[config.mk]
export PLATFORM = sky130hd
export DESIGN_NAME = pocket_select_decoder
export DESIGN_NICKNAME = d
export VERILOG_FILES = /design/src/verilog/pocket_pkg.sv /design/src/verilog/pocket_select_decoder.sv /design/src/verilog/select_decoder.sv
export SDC_FILE = /design/constraint.sdc
export NUM_CORES = 1
export LEC_CHECK = 0
export ABC_AREA = 1
export BUFFER_PORTS_ARGS = -buffer_cell sky130_fd_sc_hd__buf_2
export CAP_MARGIN = 20
export CORE_AREA = 3 3 110 133
export CTS_CLUSTER_SIZE = 28
export DETAILED_ROUTE_END_ITERATION = 16
export DIE_AREA = 0 0 113 136
export PLACE_DENSITY = 0.68
export SLEW_MARGIN = 5
export SYNTH_ARGS = -nofsm -noshare
export SYNTH_HDL_FRONTEND = slang
export SYNTH_SLANG_ARGS = --single-unit
export TNS_END_PERCENT = 20
[constraint.sdc]
create_clock -name pclk -period 2.35 [get_ports pclk]
set_input_delay 0.1175 -clock pclk [delete_from_list [all_inputs] [get_ports pclk]]
set_output_delay 0.1175 -clock pclk [all_outputs]
set_load 0.03 [all_outputs]
[src/verilog/pocket_pkg.sv]
`default_nettype none
package pocket_pkg;
  // ----------------------------------------
  // Widths
  // ----------------------------------------
  localparam int SEL_N = 12;
  localparam int REC_N = 6;
  localparam int POS_N = 6;
  localparam int DRV_N = 6;
  localparam int NUM_W = 7;

  // ----------------------------------------
  // Decoder figures
  // ----------------------------------------
  localparam logic [1:0]       MODE_ONEHOT  = 2'h0;
  localparam logic [1:0]       MODE_PLUS1   = 2'h1;
  localparam logic [1:0]       MODE_BINARY  = 2'h2;
  localparam logic [NUM_W-1:0] NUM_ZERO     = 7'h00;
  localparam logic [NUM_W-1:0] NUM_ONE      = 7'h01;
  localparam logic [NUM_W-1:0] BIN_MAX      = 7'h40;
  localparam int               BIN_IN_N     = 7;
  localparam int               PLUS1_IN_N   = 6;

  // ----------------------------------------
  // Register map
  // ----------------------------------------
  localparam logic [11:0] CTRL_ADDR   = 12'h000;
  localparam logic [11:0] STATUS_ADDR = 12'h004;
  localparam logic [31:0] WORD_ZERO   = 32'h0000_0000;

  typedef struct packed {
    logic [DRV_N-1:0] drive_assign;
    logic             single_pocket;
    logic             pos_invert;
    logic             rotate_param;
    logic             data_separate;
    logic             data_src;
    logic             pocket_src;
    logic [1:0]       coding;
    logic             dec_enable;
  } ctrl_t;

  localparam int            CTRL_W     = $bits(ctrl_t);
  localparam logic [14:0]   CTRL_RESET = 15'h0000;

  // Pins from the process equipment
  typedef struct packed {
    logic [SEL_N-1:0] sel;
    logic [REC_N-1:0] rec;
    logic             ack;
    logic             err;
    logic             warn;
    logic             emis;
  } pins_t;

  localparam int PINS_W = $bits(pins_t);
endpackage
`default_nettype wire

[src/verilog/pocket_select_decoder.sv]
`timescale 1ns/10ps
`default_nettype none
// Behaviour
// - Rising acknowledge edge confirms displayed message
// - Error and warning status follow display
// - Emission status true while emission enabled
// - Drive rotates pocket toward selected target
// - Single pocket is disc; parameter decides
// - Rotation output only for disc crucible
// - Drive only on six group transistors
// - Three coding modes chosen by setting
// - Decoder disabled gives zero output
// - Zero leaves selection to serial link
// - Mode 0: lowest high input wins
// - Mode 1 binary plus one; mode 2 binary
// - Source signal picks serial or decoder
// - Twelve select inputs feed decoder inputs
// - Separated data uses own source, six inputs
// - Linked data follows pocket selection
// - Position feedback coded per setting, invertible
module pocket_select_decoder
  import pocket_pkg::*;
(
  input  wire logic             pclk,
  input  wire logic             presetn,
  input  wire logic             psel,
  input  wire logic             penable,
  input  wire logic             pwrite,
  input  wire logic [11:0]      paddr,
  input  wire logic [31:0]      pwdata,
  output logic      [31:0]      prdata,
  output logic                  pready,
  output logic                  pslverr,
  input  wire logic [SEL_N-1:0] crucible_select_in,
  input  wire logic [REC_N-1:0] recipe_select_in,
  input  wire logic             error_ack_in,
  input  wire logic             error_shown_in,
  input  wire logic             warning_shown_in,
  input  wire logic             emission_enabled_in,
  output logic                  error_confirm,
  output logic                  error_status,
  output logic                  warning_status,
  output logic                  emission_status,
  output logic      [NUM_W-1:0] pocket_target,
  output logic                  pocket_from_io,
  output logic      [NUM_W-1:0] recipe_target,
  output logic                  recipe_from_io,
  output logic                  crucible_rotate,
  output logic      [DRV_N-1:0] group_transistor,
  output logic      [POS_N-1:0] crucible_position_bit
);
  // ----------------------------------------
  // State
  // ----------------------------------------
  typedef struct packed {
    pins_t            s1;
    pins_t            s2;
    logic             ack_prev;
    ctrl_t            ctrl;
    logic [31:0]      rdata;
    logic             ready;
    logic             slverr;
    logic             confirm;
    logic             err;
    logic             warn;
    logic             emis;
    logic [NUM_W-1:0] target;
    logic             p_io;
    logic [NUM_W-1:0] recipe;
    logic             r_io;
    logic [NUM_W-1:0] cur;
    logic             rotate;
    logic [DRV_N-1:0] drive;
    logic [POS_N-1:0] pos;
  } state_t;

  state_t r;
  state_t next_r;

  logic [NUM_W-1:0] dec_pocket;
  logic [NUM_W-1:0] dec_recipe;
  logic [SEL_N-1:0] rec_wide;
  logic             moving;
  logic [NUM_W-1:0] cur_m1;
  logic [DRV_N-1:0] drive_next;

  // ----------------------------------------
  // Decoders
  // ----------------------------------------
  select_decoder u_pocket_dec (
    .in_bits (r.s2.sel),
    .enable  (r.ctrl.dec_enable),
    .mode    (r.ctrl.coding),
    .number  (dec_pocket)
  );

  // Six recipe inputs sit in the low bits; the rest read as low
  assign rec_wide = {{(SEL_N - REC_N){1'b0}}, r.s2.rec};

  select_decoder u_recipe_dec (
    .in_bits (rec_wide),
    .enable  (r.ctrl.dec_enable),
    .mode    (r.ctrl.coding),
    .number  (dec_recipe)
  );

  assign moving = r.ctrl.drive_assign[0] && r.target != NUM_ZERO && r.cur != r.target;
  assign cur_m1 = r.cur - NUM_ONE;

  // ----------------------------------------
  // Next state
  // ----------------------------------------
  always_comb begin
    next_r = r;
    // Two flops before any logic looks at a pin
    next_r.s1 = {crucible_select_in, recipe_select_in, error_ack_in,
                 error_shown_in, warning_shown_in, emission_enabled_in};
    next_r.s2 = r.s1;
    next_r.ack_prev = r.s2.ack;
    next_r.confirm = r.s2.ack && !r.ack_prev;
    next_r.err = r.s2.err;
    next_r.warn = r.s2.warn;
    next_r.emis = r.s2.emis;

    // APB: zero wait, data prepared in the setup cycle
    next_r.ready = 1'b1;
    if (psel && !penable) begin
      next_r.slverr = !(paddr == CTRL_ADDR || paddr == STATUS_ADDR);
      next_r.rdata = WORD_ZERO;
      if (paddr == CTRL_ADDR) begin
        next_r.rdata[CTRL_W-1:0] = r.ctrl;
      end else if (paddr == STATUS_ADDR) begin
        next_r.rdata[24:0] = {r.recipe, r.cur, r.target, r.p_io, r.emis, r.warn, r.err};
      end
    end
    if (psel && penable && pwrite && paddr == CTRL_ADDR) begin
      next_r.ctrl = ctrl_t'(pwdata[CTRL_W-1:0]);
    end

    // Zero from the decoder hands selection back to the serial link
    next_r.target = r.ctrl.pocket_src ? dec_pocket : NUM_ZERO;
    next_r.p_io = r.ctrl.pocket_src && dec_pocket != NUM_ZERO;
    if (r.ctrl.data_separate) begin
      next_r.recipe = r.ctrl.data_src ? dec_recipe : NUM_ZERO;
      next_r.r_io = r.ctrl.data_src && dec_recipe != NUM_ZERO;
    end else begin
      next_r.recipe = next_r.target;
      next_r.r_io = next_r.p_io;
    end

    // One pocket step per clock; a real drive would be slower
    if (moving) begin
      next_r.cur = (r.cur < r.target) ? r.cur + NUM_ONE : cur_m1;
    end

    // Disc crucible only: parameter alone decides rotation
    next_r.rotate = r.ctrl.single_pocket && r.ctrl.rotate_param;
    next_r.drive = drive_next;

    // Position feedback
    next_r.pos = '0;
    case (r.ctrl.coding)
      MODE_ONEHOT: begin
        if (r.cur != NUM_ZERO && r.cur <= NUM_W'(POS_N)) begin
          next_r.pos[cur_m1[2:0]] = 1'b1;
        end
      end
      MODE_PLUS1: next_r.pos = cur_m1[POS_N-1:0];
      MODE_BINARY: next_r.pos = r.cur[POS_N-1:0];
      default: next_r.pos = '0;
    endcase
    if (r.ctrl.pos_invert) begin
      next_r.pos = ~next_r.pos;
    end
  end

  // Each assigned transistor carries the drive while transistor 0 is assigned; inverted form has no use
  for (genvar g = 0; g < DRV_N; g++) begin : g_drive
    assign drive_next[g] = r.ctrl.drive_assign[g] && moving;
  end

  // ----------------------------------------
  // Registers
  // ----------------------------------------
  always_ff @(posedge pclk or negedge presetn) begin
    if (!presetn) begin
      r <= '0;
      r.ctrl <= ctrl_t'(CTRL_RESET);
    end else begin
      r <= next_r;
    end
  end

  assign prdata                = r.rdata;
  assign pready                = r.ready;
  assign pslverr               = r.slverr;
  assign error_confirm         = r.confirm;
  assign error_status          = r.err;
  assign warning_status        = r.warn;
  assign emission_status       = r.emis;
  assign pocket_target         = r.target;
  assign pocket_from_io        = r.p_io;
  assign recipe_target         = r.recipe;
  assign recipe_from_io        = r.r_io;
  assign crucible_rotate       = r.rotate;
  assign group_transistor      = r.drive;
  assign crucible_position_bit = r.pos;
endmodule
`default_nettype wire

[src/verilog/select_decoder.sv]
`timescale 1ns/10ps
`default_nettype none
module select_decoder
  import pocket_pkg::*;
(
  input  wire logic [SEL_N-1:0] in_bits,
  input  wire logic             enable,
  input  wire logic [1:0]       mode,
  output logic      [NUM_W-1:0] number
);
  logic [NUM_W-1:0] lowest;

  always_comb begin
    lowest = NUM_ZERO;
    for (int i = SEL_N - 1; i >= 0; i--) begin
      if (in_bits[i]) begin
        lowest = NUM_W'(i + 1);
      end
    end
  end

  always_comb begin
    number = NUM_ZERO;
    if (enable) begin
      case (mode)
        MODE_ONEHOT: number = lowest;
        MODE_PLUS1: begin
          if (in_bits[SEL_N-1:PLUS1_IN_N] == '0) begin
            number = NUM_W'({1'b0, in_bits[PLUS1_IN_N-1:0]}) + NUM_ONE;
          end
        end
        MODE_BINARY: begin
          if (in_bits[SEL_N-1:BIN_IN_N] == '0 && in_bits[BIN_IN_N-1:0] <= BIN_MAX) begin
            number = in_bits[BIN_IN_N-1:0];
          end
        end
        default: number = NUM_ZERO;
      endcase
    end
  end
endmodule
`default_nettype wire

==> summary.log, run 1 <==
INFO  status         status=finished clean
INFO  worst_setup_path cp.arrival=2480ps
INFO  clock_tree     tritoncts_num_sinks=127
INFO  die            floorplan.rows=46
INFO  clock_tree     worst_setup_hold_path_clk_slew=60ps
INFO  final_layout   nNetsFinal=842
INFO  final_layout   antennaDiodeCount=0
INFO  synthesis      postSynthAreaPerCell=9.315um2
INFO  final_layout   top_library_cells_by_usage_in_the_layout_fill_and_taps_aside=sky130_fd_sc_hd__dfrtp_1 (126), sky130_fd_sc_hd__buf_2 (112), sky130_fd_sc_hd__nand2_1 (99)
INFO  timing         total_negative_setup_slacks=0ps
INFO  timing         relSlewSlack=56.20%
INFO  clock_tree     tritoncts.num_buffers=17
INFO  power          internal-power=4.120mW
INFO  detailed_routing drt-pass1-iter-count=5
INFO  global_routing grt_first_pass_wirelength=22620um
INFO  global_routing grt_remaining_overflow=0
INFO  detailed_routing route.detailed.drc=0
INFO  synthesis      synth-warning-count=0
INFO  detailed_routing via_per_inst=5.035
INFO  job            timing.max_cap.violations=0
INFO  clock_tree     cts_max_level=4
INFO  power          power-per-cell-area=728.5nW/um2
INFO  timing         final-setup-viol-count=0
INFO  synthesis      cell_area_after_technology_mapping=6008um2
INFO  die            die_height=136um
INFO  placed_design  hpwlAfterDp=10000um
INFO  detailed_routing routed_wirelength=13950um
INFO  worst_setup_path criticalPathCategory=reg -> reg
INFO  detailed_routing final_antenna_net_count=0
INFO  power          leakage=3.810nW
INFO  synthesis      postSynth.topFlopCell=sky130_fd_sc_hd__dfrtp_1
INFO  placed_design  finalWeightedCongestion=0.8490
INFO  worst_setup_path critical_path_capture_point_type=register
INFO  die            coreArea=13350um2
INFO  final_layout   layout.filler_cells=1158
INFO  timing         rsz0062_at_grt=yes
INFO  power          total_power=5.385mW
INFO  synthesis      seq_area_frac_synth=52.89%
INFO  power          total_switching_power=1.265mW
INFO  timing         post-route-period-util=91.67%
INFO  die            die_width=113um
INFO  die            ioPinCount=138
INFO  clock_tree     cts.repair_timing.setup_buffer_count=0
INFO  clock_tree     tritoncts=done
INFO  global_routing grt_antenna_before_repair=0
INFO  detailed_routing drt_iter0_markers=329
INFO  worst_setup_path startpoint_types=register
INFO  die            die_area=15370um2
INFO  synthesis      ffs_latches_synth=127
INFO  synthesis      synthCells=645
INFO  timing         drv_slew=0
INFO  worst_setup_path crit_path_max_fanout=9
INFO  timing         timing_hold_violations_final=0
INFO  placed_design  io_buffer_count=113
INFO  global_routing gr-usage-met1=22.80%
INFO  timing         clock_skew=8.594ps
INFO  global_routing global_route.usage.total=18.70%
INFO  timing         finalCriticalPeriod=2154ps
INFO  synthesis      synth-async-reset-ratio=100.0%
INFO  power          comb_power_share=7.0%
INFO  power          max-vdd-ir-drop=472.1uV
INFO  synthesis      cell_variety_after_synth=41
INFO  global_routing grt_use_met3=4.541%
INFO  clock_tree     clock_latency_at_the_later_pin_of_the_worst_skew_pair=410ps
INFO  final_layout   area_growth=23.01%
INFO  timing         clock.fmax=0.4642GHz
INFO  detailed_routing via_count=4723
INFO  timing         worst-slew-pin-transition=656.3ps
INFO  worst_hold_path worst_hold_path_type=in -> reg
INFO  global_routing grt_pass1_vias=4737
INFO  power          switching_share=23.49%
INFO  final_layout   final_layout_size_suffix_gt1_share=23.64%
INFO  final_layout   final_common_cell=sky130_fd_sc_hd__dfrtp_1
INFO  clock_tree     buffer_depth_of_the_longest_clock_path=2
INFO  global_routing grtUsageMet2=31.88%
INFO  power          relative_contribution_of_sequential_cells_to_total_power=42.8%
INFO  clock_tree     clock-root-buffer=sky130_fd_sc_hd__clkbuf_16
INFO  global_routing grt_start_max_net_pins=64
INFO  global_routing gr-max-usage-layer=met2
INFO  synthesis      synth_edf_count=0
INFO  detailed_routing route.detailed.wl_per_inst=14.87um
INFO  die            start_util=45.00%
INFO  worst_setup_path critical_path_required=2680ps
INFO  power          power.share.clock=50.2%
[worst max-delay path: stages, from the launching register on]
cell and delay [ps]:
sky130_fd_sc_hd__dfrtp_1 470, sky130_fd_sc_hd__inv_1 220, sky130_fd_sc_hd__ha_1 280, sky130_fd_sc_hd__xnor2_1 420
sky130_fd_sc_hd__inv_1 90, sky130_fd_sc_hd__nor2_1 150, sky130_fd_sc_hd__nand3_1 80, sky130_fd_sc_hd__o221ai_1 190
sky130_fd_sc_hd__xor2_1 180
[cell usage after synthesis, types with 2 or more instances]
| cell type | number | share of area, % |
|---|---|---|
| sky130_fd_sc_hd__dfrtp_1 | 127 | 53 |
| sky130_fd_sc_hd__nand2_1 | 100 | 6.2 |
| sky130_fd_sc_hd__nor2_1 | 72 | 4.5 |
| sky130_fd_sc_hd__inv_1 | 61 | 3.8 |
| sky130_fd_sc_hd__buf_4 | 58 | 7.2 |
| sky130_fd_sc_hd__nand3_1 | 43 | 3.6 |
| sky130_fd_sc_hd__o21ai_0 | 26 | 2.2 |
| sky130_fd_sc_hd__a21oi_1 | 21 | 1.7 |
| sky130_fd_sc_hd__ha_1 | 14 | 2.9 |
| sky130_fd_sc_hd__xor2_1 | 13 | 1.9 |
| sky130_fd_sc_hd__nand4_1 | 10 | 1.0 |
| sky130_fd_sc_hd__a31oi_1 | 9 | 0.94 |
| sky130_fd_sc_hd__nor3_1 | 8 | 0.67 |
| sky130_fd_sc_hd__clkbuf_1 | 7 | 0.44 |
| sky130_fd_sc_hd__o21a_1 | 7 | 0.87 |
| sky130_fd_sc_hd__o221ai_1 | 7 | 1.0 |
| sky130_fd_sc_hd__o211ai_1 | 6 | 0.75 |
| sky130_fd_sc_hd__mux2_2 | 5 | 0.94 |
| sky130_fd_sc_hd__o22ai_1 | 5 | 0.52 |
| sky130_fd_sc_hd__buf_2 | 4 | 0.33 |
| sky130_fd_sc_hd__nand2_2 | 4 | 0.42 |
| sky130_fd_sc_hd__o31ai_1 | 4 | 0.50 |
| sky130_fd_sc_hd__xnor2_1 | 4 | 0.58 |
| sky130_fd_sc_hd__inv_2 | 3 | 0.19 |
| sky130_fd_sc_hd__nand3b_1 | 3 | 0.37 |
| sky130_fd_sc_hd__nor2_4 | 3 | 0.56 |
| sky130_fd_sc_hd__or2_2 | 3 | 0.31 |
| sky130_fd_sc_hd__conb_1 | 2 | 0.12 |
| sky130_fd_sc_hd__inv_4 | 2 | 0.21 |
| sky130_fd_sc_hd__nor2_2 | 2 | 0.21 |
| sky130_fd_sc_hd__o21bai_1 | 2 | 0.25 |
[sequential cells by signal, summed over array words and instances, names as in the netlist, 6 cells and up]
register	count
crucible_position_bit	6
next_r	26
r	41
group_transistor	6
prdata	25
pocket_target	7
recipe_target	7
[power groups by stage]
stage               clock (mW)  sequential (mW)  combinational [mW]
detailed placement           0             2.34               0.332
global placement             0             2.34               0.325
floorplan                    0             2.34               0.224
finish                    2.70             2.31               0.378
global route              2.86             2.31               0.416
CTS                       2.77             2.30               0.382
[per-stage QoR]
stage / hold WS, ps / util [%] / instances / setup slack, ps / instance area [um2]
5_1_grt: 93.39 / 55.35 / 938 / -33.32 / 7391
3_5_place_dp: -14.15 / 47.87 / 868 / 158.6 / 6392
2_1_floorplan: -178.1 / - / 651 / 571.2 / 6031
4_1_cts: 69.91 / 55.32 / 938 / 139.7 / 7387
6_report: 88.73 / 55.35 / 938 / 195.7 / 7391
3_3_place_gp: -15.67 / 47.87 / 868 / 295.5 / 6392
[path summary, 6_finish.rpt]
kind	cells after the start	slack [ps]	from	end
hold / removal	4	90	paddr[0]	pslverr$_DFFE_PN0P_
min in group asynchronous	2	100	presetn	r[84]$_DFFE_PN0P_
setup / recovery	8	200	r[13]$_DFFE_PN0P_	crucible_position_bit[2]$_DFF_PN0_
max in group asynchronous	3	1670	presetn	r[96]$_DFF_PN0_
setup reg to reg	8	200	r[13]$_DFFE_PN0P_	crucible_position_bit[2]$_DFF_PN0_
hold reg to reg	0	340	next_r[105]$_DFF_PN0_	r[105]$_DFF_PN0_
[repair_timing]
action	4_1_cts	5_1_grt
hold endpoints to repair	164	0
resized for setup	0	2
endpoints found under the setup margin	0	2
hold buffers	38	0
[metal layers]
metal	wire, um	up-vias
met5	0	-
met4	292	0
met3	738	32
met2	6951	184
met1	5969	2239
li1	-	2268
[cell families (layout without fill, tap and decap cells)]
family | Yosys count | in the layout | share of synthesized area [%]
fa+ha+maj | 14 | 14 | 2.915
simple gates | 253 | 253 | 19.05
mux | 5 | 5 | 0.9370
other cells | 2 | 8 | 0.1250
compound gates | 89 | 89 | 9.059
flops | 127 | 127 | 52.89
xor+xnor | 17 | 17 | 2.478
buf+inv | 138 | 257 | 12.54
[final cells by class]
cell class | count | area, um2 | area share (%)
Sequential cell | 127 | 3179 | 43.02
Multi-Input combinational cell | 386 | 2105 | 28.47
Timing Repair Buffer | 158 | 1026 | 13.88
Clock buffer | 18 | 439.2 | 5.942
Inverter | 67 | 256.5 | 3.470
Tap cell | 168 | 210.2 | 2.844
Clock inverter | 14 | 175.2 | 2.370
Power figures use the tool's default switching activity.
==> inputs of run 2 (changes only) <==
--- a/config.mk
+++ b/config.mk
@@ -8,11 +8,12 @@
 export ABC_AREA = 1
 export BUFFER_PORTS_ARGS = -buffer_cell sky130_fd_sc_hd__buf_2
 export CAP_MARGIN = 20
-export CORE_AREA = 3 3 110 133
+export CORE_AREA = 3 3 105 127
 export CTS_CLUSTER_SIZE = 28
 export DETAILED_ROUTE_END_ITERATION = 16
-export DIE_AREA = 0 0 113 136
-export PLACE_DENSITY = 0.68
+export DIE_AREA = 0 0 108 130
+export GPL_TIMING_DRIVEN = 1
+export PLACE_DENSITY = 0.73
 export SLEW_MARGIN = 5
 export SYNTH_ARGS = -nofsm -noshare
 export SYNTH_HDL_FRONTEND = slang
==> run 2 against run 1 <==
Sequential cell count is the same. First-iteration DRC count shrank 15%. Clock power is essentially flat. Register-to-register slack lost 100 ps. Hold slack gained 3.3 ps. Critical endpoint is now r[19]$_DFFE_PN0P_. Via count shrank 1.1%. Final area grew 0.15%. Wire length shrank 1.1%. Critical path depth grew 1. Critical path type unchanged. Worst setup slack lost 100 ps.
==> summary.log, run 2 (synthesis gave the netlist of run 1 again) <==
INFO  global_routing global_route.usage.total=20.56%
INFO  detailed_routing drt-pass1-iter-count=5
INFO  global_routing grt_pass1_vias=4787
INFO  power          total_power=5.408mW
INFO  worst_setup_path critPathLaunch=r[15]$_DFFE_PN0P_
INFO  final_layout   nNetsFinal=843
INFO  timing         final_worst_hold_slack=92.07ps
INFO  timing         timing_hold_violations_final=0
INFO  timing         worst-slew-pin-transition=642.8ps
INFO  worst_hold_path worst_hold_path_type=in -> reg
INFO  clock_tree     tritoncts.num_buffers=17
INFO  detailed_routing via_per_inst=5.011
INFO  global_routing grt_antenna_before_repair=0
INFO  final_layout   design_area=7402um2
INFO  detailed_routing routed_wirelength=13790um
INFO  detailed_routing route.detailed.drc=0
INFO  clock_tree     tritoncts_num_sinks=127
INFO  clock_tree     clock_latency_at_the_later_pin_of_the_worst_skew_pair=410ps
INFO  worst_setup_path startpoint_types=register
INFO  die            die_height=130um
INFO  die            ioPinCount=138
INFO  placed_design  pre_cts_slack=219.8ps
INFO  final_layout   area_growth=23.20%
INFO  final_layout   layout.filler_cells=1014
INFO  final_layout   final_common_cell=sky130_fd_sc_hd__dfrtp_1
INFO  clock_tree     clock-root-buffer=sky130_fd_sc_hd__clkbuf_16
INFO  worst_setup_path criticalPathCategory=reg -> reg
INFO  die            floorplan.rows=44
INFO  final_layout   antennaDiodeCount=0
INFO  timing         post-route-worst-setup-slack=90.98ps
INFO  placed_design  io_buffer_count=113
INFO  timing         total_negative_setup_slacks=0ps
INFO  worst_setup_path critical_path_capture_point_type=register
INFO  status         status=finished clean
INFO  final_layout   top_library_cells_by_usage_in_the_layout_fill_and_taps_aside=sky130_fd_sc_hd__dfrtp_1 (126), sky130_fd_sc_hd__buf_2 (112), sky130_fd_sc_hd__nand2_1 (100)
INFO  clock_tree     cts_max_level=4
INFO  die            die_area=14040um2
INFO  timing         finalCriticalPeriod=2259ps
INFO  final_layout   multi_input_comb_area=2110um2
INFO  power          max-vdd-ir-drop=376.4uV
INFO  worst_setup_path crit_path_max_fanout=9
INFO  placed_design  hpwlAfterDp=10000um
INFO  job            timing.max_cap.violations=0
INFO  clock_tree     cts.repair_timing.setup_buffer_count=0
INFO  timing         clock.fmax=0.4427GHz
INFO  timing         relSlewSlack=57.14%
INFO  global_routing grt_first_pass_wirelength=22540um
INFO  final_layout   sequential_cell_area=3179um2
INFO  clock_tree     worst_setup_hold_path_clk_slew=60ps
INFO  detailed_routing drt_iter0_markers=279
INFO  final_layout   final_layout_size_suffix_gt1_share=23.61%
INFO  final_layout   final_cells=932
INFO  worst_setup_path cp.arrival=2550ps
INFO  global_routing grt_remaining_overflow=0
INFO  die            die_width=108um
INFO  detailed_routing final_antenna_net_count=0
INFO  placed_design  finalWeightedCongestion=0.8846
INFO  worst_setup_path critical_path_required=2640ps
INFO  timing         final-setup-viol-count=0
INFO  final_layout   postLayoutCoreUtil=60.84%
INFO  timing         drv_slew=0
INFO  placed_design  place_area=6391um2
INFO  clock_tree     buffer_depth_of_the_longest_clock_path=2
INFO  final_layout   largest_register_ff_count=41
INFO  clock_tree     tritoncts=done
INFO  power          leakage=3.818nW
INFO  detailed_routing via_count=4670
INFO  detailed_routing route.detailed.wl_per_inst=14.80um
INFO  global_routing grt_start_max_net_pins=50
INFO  power          power-per-cell-area=730.6nW/um2
INFO  timing         post-route-period-util=96.13%
INFO  worst_setup_path reg2regPathDepth=9
INFO  worst_setup_path crit-reg2reg-capture=r[19]$_DFFE_PN0P_
INFO  worst_setup_path setup_slack_of_the_worst_register_to_register_path=90ps
INFO  final_layout   largest-register=r
INFO  timing         clock_skew=13.77ps
INFO  timing         rsz0062_at_grt=yes
INFO  worst_setup_path beginning_of_the_worst_register_to_register_path=r[15]$_DFFE_PN0P_
INFO  placed_design  dp.cells=862
INFO  die            coreArea=12170um2
INFO  worst_setup_path crit_path_capture=r[19]$_DFFE_PN0P_
INFO  die            start_util=49.38%
[run 2: worst min path at each step]
stage,startpoint,endpoint,slack [ps],depth (start not counted)
4_1_cts,paddr[0],pslverr$_DFFE_PN0P_,80,4
6_report,paddr[0],pslverr$_DFFE_PN0P_,90,4
2_1_floorplan,presetn,crucible_position_bit[0]$_DFF_PN0_,-180,0
5_1_grt,paddr[0],pslverr$_DFFE_PN0P_,120,4
3_5_place_dp,presetn,group_transistor[5]$_DFF_PN0_,190,1
3_3_place_gp,presetn,group_transistor[5]$_DFF_PN0_,180,1
[run 2: power by group]
group | total (mW) | switching (mW) | leakage, nW | internal, mW
Sequential | 2.30 | 0.0422 | 1.57 | 2.26
Clock | 2.72 | 1.00 | 0.301 | 1.72
Combinational | 0.380 | 0.233 | 1.94 | 0.147
Total | 5.41 | 1.28 | 3.82 | 4.13
[run 2: worst max-delay path, cell delays in order, from the launching register on]
cell                      delay, ps
sky130_fd_sc_hd__dfrtp_2        490
sky130_fd_sc_hd__ha_1           330
sky130_fd_sc_hd__a21oi_1        200
sky130_fd_sc_hd__o21ai_0        160
sky130_fd_sc_hd__nand4_1        100
sky130_fd_sc_hd__nand2_1        170
sky130_fd_sc_hd__inv_1          190
sky130_fd_sc_hd__nor2_1          50
sky130_fd_sc_hd__or2_2          300
sky130_fd_sc_hd__xor2_1         150
[run 2: cell type report]
class,instances,area share (%)
clock buffer,19,5.984
clock inverter,13,2.417
inverter,67,3.465
multi-input combinational,386,28.50
sequential,127,42.95
tap,161,2.721
timing repair buffer,159,13.96
[run 2: per-layer routing]
layer  vias up  wire length (um)  track usage (%)  part of all wire (%)
met1      2224              5574            24.82                    40
met2       150              7192            35.98                    52
met4         0               267            8.692                   1.9
met5         -                 0                0                     0
li1       2273                 -                -                     -
met3        23               760            3.958                   5.5
[run 2: what timing repair did]
| action | in CTS | in global routing |
|---|---|---|
| resized for setup | 0 | 2 |
| hold buffers | 38 | 0 |
| hold endpoints to repair | 84 | 0 |
| setup endpoints to repair | 0 | 3 |
